[src/common/evc_map.svh]
// Register indices, field positions, reset values and divider masks of the
// event counter and clock output block.
// Assumes APB byte address = 4 * register index.
`ifndef EVC_MAP_SVH
`define EVC_MAP_SVH

`define EVC_ADDR_W 18
`define EVC_IDX_WIDTH_SEL 16'hFFC0
`define EVC_IDX_EVENT_CFG 16'hFFC1
`define EVC_IDX_CLKOUT_CTL 16'hFFC2
`define EVC_IDX_STATUS 16'hFFCF

`define EVC_BIT_PAIR01 0
`define EVC_BIT_PAIR23 1
`define EVC_BIT_POLARITY 0
`define EVC_BIT_FILTER 1
`define EVC_BIT_COUNTER_MODE_SELECT 2
`define EVC_BIT_OUTEN 2
`define EVC_FLD_OUTPUT_CHANNEL_SELECT 1:0

`define EVC_RST_WIDTH_SEL 2'h0
`define EVC_RST_EVENT_CFG 3'h0
`define EVC_RST_CLKOUT_CTL 3'h0
`define EVC_RST_PIN_LEVEL 1'h1
`define EVC_RST_TOGGLE 1'h0

`define EVC_PRE_W 8
`define EVC_PRE_DIV4 8'h03
`define EVC_PRE_DIV32 8'h1F
`define EVC_PRE_DIV256 8'hFF

`endif

[src/common/evc_pkg.sv]
// Shared types of the event counter and clock output block.
// Assumes nothing of its surroundings.
package evc_pkg;
    typedef enum logic [1:0] {
        EVC_RATIO_DIV1 = 2'b00,
        EVC_RATIO_DIV4 = 2'b01,
        EVC_RATIO_DIV32 = 2'b10,
        EVC_RATIO_DIV256 = 2'b11
    } evc_ratio_type;
    typedef enum logic {
        EVC_EDGE_FALL = 1'b0,
        EVC_EDGE_RISE = 1'b1
    } evc_edge_type;
endpackage : evc_pkg

[src/common/evc_link_if.sv]
// Signals between the controller and its filter and clock output modules.
// Assumes one clock domain shared by all three modules.
`timescale 1ns/1ps
`default_nettype none
interface evc_link_if;
    logic raw;
    logic sample_tick;
    logic filter_en;
    evc_pkg::evc_edge_type polarity;
    logic count_edge;
    logic level_sync;
    logic level_filt;
    logic [3:0] underflow;
    logic [1:0] chan_sel;
    logic out_en;
    logic toggle_lvl;
    logic pin;
    modport nf (input raw, input sample_tick, input filter_en, input polarity,
        output count_edge, output level_sync, output level_filt);
    modport co (input underflow, input chan_sel, input out_en,
        output toggle_lvl, output pin);
    modport ctl (output raw, output sample_tick, output filter_en, output polarity,
        input count_edge, input level_sync, input level_filt,
        output underflow, output chan_sel, output out_en,
        input toggle_lvl, input pin);
endinterface : evc_link_if
`default_nettype wire

[src/rtl/evc_clkout.sv]
// Underflow channel selector, halving toggle and output pin gate.
// Assumes underflow strobes are one-cycle pulses.
`timescale 1ns/1ps
`default_nettype none
`include "evc_map.svh"
module evc_clkout (
    input wire logic mclk_in,
    input wire logic reset_in,
    evc_link_if.co lnk
);
    logic tgl_q, tgl_d, pin_q, pin_d, sel_uf;

    always_comb
    begin
        sel_uf = lnk.underflow[lnk.chan_sel];
        tgl_d = sel_uf ? ~tgl_q : tgl_q;
        pin_d = lnk.out_en ? tgl_d : 1'b1;
    end

    always_ff @(posedge mclk_in or posedge reset_in)
    begin
        if (reset_in)
        begin
            tgl_q <= `EVC_RST_TOGGLE;
            pin_q <= `EVC_RST_PIN_LEVEL;
        end
        else
        begin
            tgl_q <= tgl_d;
            pin_q <= pin_d;
        end
    end

    assign lnk.toggle_lvl = tgl_q;
    assign lnk.pin = pin_q;
endmodule : evc_clkout
`default_nettype wire

[src/rtl/evc_noise_filter.sv]
// Event input synchroniser, noise rejector and edge selector.
// Assumes the sample tick is a one-cycle pulse of the system clock.
`timescale 1ns/1ps
`default_nettype none
`include "evc_map.svh"
module evc_noise_filter (
    input wire logic mclk_in,
    input wire logic reset_in,
    evc_link_if.nf lnk
);
    logic sync1_q, sync2_q, samp_q, filt_q, prev_q;
    logic samp_d, filt_d, prev_d, level;

    always_comb
    begin
        samp_d = samp_q;
        filt_d = filt_q;
        if (lnk.sample_tick)
        begin
            samp_d = sync2_q;
            if (samp_q == sync2_q)
                filt_d = sync2_q;
        end
        level = lnk.filter_en ? filt_q : sync2_q;
        prev_d = level;
    end

    always_ff @(posedge mclk_in or posedge reset_in)
    begin
        if (reset_in)
        begin
            sync1_q <= `EVC_RST_PIN_LEVEL;
            sync2_q <= `EVC_RST_PIN_LEVEL;
            samp_q <= `EVC_RST_PIN_LEVEL;
            filt_q <= `EVC_RST_PIN_LEVEL;
            prev_q <= `EVC_RST_PIN_LEVEL;
        end
        else
        begin
            sync1_q <= lnk.raw;
            sync2_q <= sync1_q;
            samp_q <= samp_d;
            filt_q <= filt_d;
            prev_q <= prev_d;
        end
    end

    assign lnk.count_edge = (lnk.polarity == evc_pkg::EVC_EDGE_RISE) ?
        (level & ~prev_q) : (~level & prev_q);
    assign lnk.level_sync = sync2_q;
    assign lnk.level_filt = filt_q;
endmodule : evc_noise_filter
`default_nettype wire

[src/rtl/evc_top.sv]
// Event counter input and divided underflow clock output, with APB registers.
// Assumes a timer core that counts on timer0_count_out and reports
// underflows as one-cycle pulses on underflow_in.
// Assumes software keeps the shared port pin a plain driven output.
//
// Local design decision: the APB register port.
`timescale 1ns/1ps
`default_nettype none
`include "evc_map.svh"

// Summary of operation
// - Mode bit makes event pin clock timer 0
// - Paired 0/1 form 16-bit event counter
// - Division ratio ignored in event mode
// - Polarity 0 falling edge, 1 rising
// - Filter bit enables noise rejector
// - Sample clock is fosc over 256 times n
// - Level passes at second sample edge
// - Event mode changes only clock source
// - Output toggles on each selected underflow
// - Channel field picks timer 0 to 3
// - Output enabled drives clock, else high
// - Enable gating unsynchronised, half cycle glitch; here pin_q registers the gated level on mclk_in
// - Width bits select 16-bit, reset 0
// - Mode, filter, polarity reset 0; top bit 0
// - Low underflow clocks high timer in 16-bit
module evc_top #(
    parameter int PRESCALER_SETTING_W = 3
) (
    input wire logic mclk_in,
    input wire logic reset_in,
    input wire logic psel_in,
    input wire logic penable_in,
    input wire logic pwrite_in,
    input wire logic [`EVC_ADDR_W-1:0] paddr_in,
    input wire logic [31:0] pwdata_in,
    output logic [31:0] prdata_out,
    output logic pready_out,
    output logic pslverr_out,
    input wire logic event_input_pin_in,
    output logic clock_output_port_out,
    input wire logic [1:0] timer0_division_ratio_in,
    input wire logic [PRESCALER_SETTING_W-1:0] prescaler_setting_in,
    input wire logic [3:0] underflow_in,
    output logic timer0_count_out,
    output logic timer1_chain_out,
    output logic timer3_chain_out,
    output logic pair01_width_select_out,
    output logic pair23_width_select_out
);
    if (PRESCALER_SETTING_W < 1 || PRESCALER_SETTING_W > 8)
    begin : g_bad_prescaler_setting
        $error("PRESCALER_SETTING_W must lie between 1 and 8");
    end

    evc_link_if lnk ();

    // ------------------------------------------------------------
    // Register state
    // ------------------------------------------------------------
    logic [1:0] width_q, width_d;
    logic [2:0] evcfg_q, evcfg_d;
    logic [2:0] clkctl_q, clkctl_d;
    logic [31:0] rdata_q, rdata_d;

    logic counter_mode_select;
    logic filter_select;
    logic edge_polarity_select;
    logic divided_clock_output;
    logic [1:0] output_channel_select;
    logic pair01_width_select;
    logic pair23_width_select;

    // ------------------------------------------------------------
    // APB decode
    // ------------------------------------------------------------
    logic [15:0] idx;
    logic aligned;
    logic hit;
    logic setup;
    logic wr_en;
    logic [31:0] rd_mux;

    // Misaligned and unmapped accesses read zero and answer with pslverr
    assign idx = paddr_in[`EVC_ADDR_W-1:2];
    assign aligned = (paddr_in[1:0] == 2'h0);
    assign setup = psel_in & ~penable_in;

    always_comb
    begin
        hit = 1'b0;
        rd_mux = 32'h0000_0000;
        if (aligned)
        begin
            unique case (idx)
                `EVC_IDX_WIDTH_SEL:
                begin
                    hit = 1'b1;
                    rd_mux = {30'h0000_0000, width_q};
                end
                `EVC_IDX_EVENT_CFG:
                begin
                    hit = 1'b1;
                    rd_mux = {29'h0000_0000, evcfg_q};
                end
                `EVC_IDX_CLKOUT_CTL:
                begin
                    hit = 1'b1;
                    rd_mux = {29'h0000_0000, clkctl_q};
                end
                `EVC_IDX_STATUS:
                begin
                    hit = 1'b1;
                    rd_mux = {29'h0000_0000, lnk.toggle_lvl, lnk.level_filt,
                        lnk.level_sync};
                end
                default:
                begin
                    hit = 1'b0;
                    rd_mux = 32'h0000_0000;
                end
            endcase
        end
    end

    // Read data is captured in the setup cycle so the access phase needs no wait
    assign pready_out = 1'b1;
    assign pslverr_out = psel_in & penable_in & ~hit;
    assign wr_en = psel_in & penable_in & pwrite_in & hit;
    assign prdata_out = rdata_q;

    always_comb
    begin
        width_d = width_q;
        evcfg_d = evcfg_q;
        clkctl_d = clkctl_q;
        rdata_d = rdata_q;
        if (setup)
            rdata_d = pwrite_in ? 32'h0000_0000 : rd_mux;
        if (wr_en)
        begin
            unique case (idx)
                `EVC_IDX_WIDTH_SEL: width_d = pwdata_in[1:0];
                `EVC_IDX_EVENT_CFG: evcfg_d = pwdata_in[2:0];
                `EVC_IDX_CLKOUT_CTL: clkctl_d = pwdata_in[2:0];
                default: width_d = width_q;
            endcase
        end
    end

    always_ff @(posedge mclk_in or posedge reset_in)
    begin
        if (reset_in)
        begin
            width_q <= `EVC_RST_WIDTH_SEL;
            evcfg_q <= `EVC_RST_EVENT_CFG;
            clkctl_q <= `EVC_RST_CLKOUT_CTL;
            rdata_q <= 32'h0000_0000;
        end
        else
        begin
            width_q <= width_d;
            evcfg_q <= evcfg_d;
            clkctl_q <= clkctl_d;
            rdata_q <= rdata_d;
        end
    end

    assign counter_mode_select = evcfg_q[`EVC_BIT_COUNTER_MODE_SELECT];
    assign filter_select = evcfg_q[`EVC_BIT_FILTER];
    assign edge_polarity_select = evcfg_q[`EVC_BIT_POLARITY];
    assign divided_clock_output = clkctl_q[`EVC_BIT_OUTEN];
    assign output_channel_select = clkctl_q[`EVC_FLD_OUTPUT_CHANNEL_SELECT];
    assign pair01_width_select = width_q[`EVC_BIT_PAIR01];
    assign pair23_width_select = width_q[`EVC_BIT_PAIR23];
    assign pair01_width_select_out = pair01_width_select;
    assign pair23_width_select_out = pair23_width_select;

    // ------------------------------------------------------------
    // Prescaler and noise sample divider
    // ------------------------------------------------------------
    logic [`EVC_PRE_W-1:0] pre_q, pre_d;
    logic [PRESCALER_SETTING_W-1:0] nr_q, nr_d;
    logic tick4, tick32, tick256, tick_nr;

    // Free-running from reset; its low bits give the ratio ticks
    assign tick4 = ((pre_q & `EVC_PRE_DIV4) == `EVC_PRE_DIV4);
    assign tick32 = ((pre_q & `EVC_PRE_DIV32) == `EVC_PRE_DIV32);
    assign tick256 = (pre_q == `EVC_PRE_DIV256);
    // One sample per n periods of fosc/256, n = setting + 1
    assign tick_nr = tick256 && (nr_q >= prescaler_setting_in);

    always_comb
    begin
        pre_d = pre_q + `EVC_PRE_W'(1);
        nr_d = nr_q;
        if (tick256)
            nr_d = tick_nr ? '0 : nr_q + PRESCALER_SETTING_W'(1);
    end

    always_ff @(posedge mclk_in or posedge reset_in)
    begin
        if (reset_in)
        begin
            pre_q <= '0;
            nr_q <= '0;
        end
        else
        begin
            pre_q <= pre_d;
            nr_q <= nr_d;
        end
    end

    // ------------------------------------------------------------
    // Timer clock selection
    // ------------------------------------------------------------
    logic div_tick;
    logic t0_cnt_q, t0_cnt_d;
    logic t1_chain_q, t1_chain_d;
    logic t3_chain_q, t3_chain_d;

    always_comb
    begin
        unique case (evc_pkg::evc_ratio_type'(timer0_division_ratio_in))
            evc_pkg::EVC_RATIO_DIV1: div_tick = 1'b1;
            evc_pkg::EVC_RATIO_DIV4: div_tick = tick4;
            evc_pkg::EVC_RATIO_DIV32: div_tick = tick32;
            evc_pkg::EVC_RATIO_DIV256: div_tick = tick256;
        endcase
        // Same count input of the core either way, only its source differs
        t0_cnt_d = counter_mode_select ? lnk.count_edge : div_tick;
        // Pair 0/1 chains timer 1 from timer 0, so events reach 16 bits
        t1_chain_d = pair01_width_select & underflow_in[0];
        // Timer 3 only ever sees the pair 2/3 chain, never event edges
        t3_chain_d = pair23_width_select & underflow_in[2];
    end

    always_ff @(posedge mclk_in or posedge reset_in)
    begin
        if (reset_in)
        begin
            t0_cnt_q <= 1'b0;
            t1_chain_q <= 1'b0;
            t3_chain_q <= 1'b0;
        end
        else
        begin
            t0_cnt_q <= t0_cnt_d;
            t1_chain_q <= t1_chain_d;
            t3_chain_q <= t3_chain_d;
        end
    end

    assign timer0_count_out = t0_cnt_q;
    assign timer1_chain_out = t1_chain_q;
    assign timer3_chain_out = t3_chain_q;

    // ------------------------------------------------------------
    // Filter and clock output
    // ------------------------------------------------------------
    assign lnk.raw = event_input_pin_in;
    assign lnk.sample_tick = tick_nr;
    assign lnk.filter_en = filter_select;
    assign lnk.polarity = evc_pkg::evc_edge_type'(edge_polarity_select);
    assign lnk.underflow = underflow_in;
    assign lnk.chan_sel = output_channel_select;
    assign lnk.out_en = divided_clock_output;
    assign clock_output_port_out = lnk.pin;

    evc_noise_filter u_filter (
        .mclk_in(mclk_in),
        .reset_in(reset_in),
        .lnk(lnk.nf)
    );

    evc_clkout u_clkout (
        .mclk_in(mclk_in),
        .reset_in(reset_in),
        .lnk(lnk.co)
    );
endmodule : evc_top
`default_nettype wire
[config.mk]
export PLATFORM = sky130hd
export DESIGN_NAME = evc_top
export DESIGN_NICKNAME = d
export VERILOG_FILES = /design/src/common/evc_pkg.sv /design/src/common/evc_link_if.sv /design/src/rtl/evc_clkout.sv /design/src/rtl/evc_noise_filter.sv /design/src/rtl/evc_top.sv
export VERILOG_INCLUDE_DIRS = /design/src /design/src/common
export SDC_FILE = /design/constraint.sdc
export NUM_CORES = 1
export LEC_CHECK = 0
export ABC_AREA = 1
export BUFFER_PORTS_ARGS = -buffer_cell sky130_fd_sc_hd__buf_2
export CORE_MARGIN = 4
export CORE_UTILIZATION = 46
export CTS_CLUSTER_DIAMETER = 40
export CTS_CLUSTER_SIZE = 25
export DETAILED_ROUTE_END_ITERATION = 16
export PLACE_DENSITY_LB_ADDON = 0.05
export SYNTH_ARGS = -nofsm -noshare
export SYNTH_HDL_FRONTEND = slang
export SYNTH_SLANG_ARGS = --single-unit
[constraint.sdc]
create_clock -name mclk_in -period 1.9 [get_ports mclk_in]
set_clock_uncertainty 0.2 [all_clocks]
set_input_delay 0.38 -clock mclk_in [delete_from_list [all_inputs] [get_ports mclk_in]]
set_output_delay 0.38 -clock mclk_in [all_outputs]
set_load 0.1 [all_outputs]
==> reports/metrics.yaml <==
cpMaxStageDelayCell: "buf_12"
fmax_mhz: 512
period_share: 1.03
hold_class: "input pin to register"
fin_nets: 423
yosys.area.top_type: "dfrtp_1"
worst_slack_ps: -52.0
synth-seq-cells: 32
min-delay-start: "underflow_in[2]"
die_height_um: 74.6
crit_family: "simple AND/OR/NAND/NOR gates"
cp.arrival_ps: 1370
hold_violations: 0
synth_area_leaders: "dfrtp_1 32%, nand2_1 14%, buf_4 11%"
avgViaCountPerCell: 4.64
first_pass_iters: 4
wirelength_mm: 4.69
cpPeakStageDelay_ps: 150
die_area_um2: 5560
clk_latency_ps: 280
status: "complete, but fails checks"
drc: 0
yosysMostFrequentCell: "nand2_1"
cts_max_path_buffers: 2
synthArstFlopShare: 1.00
ys_seq_area_frac: 0.397
setup_viol: 1
vdd_ir_drop_max_uv: 603
multi_input_area_um2: 1120
antenna_left: 0
seqCellArea_um2: 808
critPathMaxFanout: 3
cp-start-kind: "input pin"
cp_num_buf_inv: 2
antenna_found_initial: 0
num-fill-cells: 339
drive_above_1_share: 0.416
ys_warn_count: 0
critPathLaunch: "paddr_in[5]"
fin_crit_ps: 1950
layoutNonFillerInstCount: 403
synth_area_um2: 2040
port_buffers: 45
die_x_um: 74.6
vias: 1869
failed_checks: "setup timing"
drtIter0Drc: 58
maxCapViolCount: 0
p_leak_nw: 1.58
h-tree-depth: 2
cts_made_buffers: 5
syn_inst: 262
p_per_area_nw_per_um2: 612
track_usage: 0.167
ys_top_cells_by_count: "76 x nand2_1, 30 x buf_4, 29 x inv_1"
root_buffer: "clkbuf_8"
initial_core_util: 0.492
fp-row-count: 23
grt_setup_unrepaired: "true"
required_ps: 1320
grt_pass1_vias: 1717
clock-sinks: 32
dp_slack_ps: -73.7
cts_tree: "done"
gp_congestion: 0.822
path_cells: "buf_8 > nor2_4 > nand3_1 > nor2_1 > nand2_1 > nand2_2 > nor2_4 > nor2_8 > nor2_4 > buf_12"
synth_top_area_share: 0.319
synth.avg_cell_area_um2: 7.78
dp_hpwl_mm: 3.13
core_area_um2: 4140
wire_per_inst_um: 11.6
syn2layout_area_growth_pct: 40.7
crit_top_cell: "nor2_4"
insertedDiodeCount: 0
synthFlopType: "dfrtp_1"
crit_type: "input pin to output pin"
ios: 105
grt_max_degree: 33
slew_viol_final: 0
whs_ps: 132
synth_edf_count: 0
placed_cells: 371
clk_pin_slew_ps: 70
grt_overflow_total: 0
regToRegStartpoint: "nr_q[1]$_DFFE_PP0P_"
grt_pass1_wl_mm: 7.15
synthDistinctLibCells: 29
finalPower_w: 0.00175
end_kind: "output pin"
## cell type report
cell class	instances	share of cell area
repair buffers	86	0.230
clock inverters	2	0.00349
flip-flops and latches	32	0.282
inverters	32	0.0428
clock buffers	6	0.0288
well taps	50	0.0218
multi-input cells	195	0.391
## path summary, 6_finish.rpt
check	cells past startpoint	end	slack, ps
max in group asynchronous	4	u_filter.sync1_q$_DFF_PP1_	660
worst max-delay path	10	pslverr_out	-50
min in group asynchronous	4	clkctl_q[1]$_DFFE_PP0P_	520
worst max register to register	6	u_filter.lnk.level_filt$_DFFE_PP1P_	200
worst min-delay path	3	timer3_chain_out$_DFF_PP0_	130
worst min register to register	0	u_filter.lnk.level_sync$_DFF_PP1_	160
## worst reg2reg max path, delay by kind of cell, from the launching register on
family | cells | cell delay (ps)
adders and majority gates | 1 | 300
DFF | 1 | 420
and+or+nand+nor | 2 | 210
AOI/OAI and AO/OA | 3 | 500
## placed cells by master, fill, tap and decap left out, types with 8 or more instances in the layout
master   Yosys  routed
nand2_1     76      61
buf_4       30      38
conb_1       2      30
buf_2        0      30
dfrtp_1     26      26
inv_1       29      23
nor2_1      21      14
nand2_2      4      12
nor2_4       3      11
nand3_1     12      11
buf_6        1      11
nand4_1     10      10
inv_2        3       8
## through the flow
step	instance area [µm²]	setup TNS, ps	util
2_1_floorplan	2190	-105	-
3_3_place_gp	2390	-60.7	0.576
3_5_place_dp	2390	-73.7	0.576
4_1_cts	2710	0	0.653
5_1_grt	2870	-183	0.692
6_report	2870	-52.0	0.692
## report_power, final
group	total, W	switching, W	leakage (nW)	internal, W
Clock	0.000535	0.000246	0.0510	0.000289
Combinational	0.000510	0.000383	1.14	0.000127
Sequential	0.000710	0.00000987	0.392	0.000700
## layer usage
| metal | share of wire | vias to the layer above | track usage |
|---|---|---|---|
| met3 | 0.087 | 6 | 0.0554 |
| met2 | 0.49 | 82 | 0.272 |
| met5 | 0 | - | 0 |
| met4 | 0.011 | 0 | 0.0296 |
| li1 | - | 935 | - |
| met1 | 0.41 | 846 | 0.219 |
## registers in the layout (all words and copies together), names as in the netlist
register and flops:
timer1_chain_out 1, nr_q 3, timer3_chain_out 1, evcfg_q 3, u_filter.prev_q 1, u_filter.lnk.level_filt 1, prdata_out 3, width_q 2
clkctl_q 3, timer0_count_out 1, u_clkout.lnk.toggle_lvl 1, u_filter.samp_q 1, u_clkout.lnk.pin 1, pre_q 8, u_filter.lnk.level_sync 1, u_filter.sync1_q 1
## kinds of logic (layout without fill, tap and decap cells)
group           count (synthesis)  after routing  share of synthesized area
simple gates                  138            138                      0.312
buf+inv                        63            126                      0.175
flops                          32             32                      0.397
compound gates                 11             11                     0.0288
xor+xnor                        7              7                     0.0301
fa+ha+maj                       6              6                     0.0368
mux                             3              3                     0.0166
other cells                     2             30                    0.00368
## repair_timing
| action | CTS | global route |
|---|---|---|
| gates resized for setup | 22 | 35 |
| endpoints found under the hold margin | 27 | 0 |
| cloned | 0 | 0 |
| pin swaps | 17 | 29 |
| endpoints found under the setup margin | 1 | 9 |
| hold buffers | 2 | 0 |
| buffers inserted | 18 | 6 |
(Power assumes the default switching activity.)
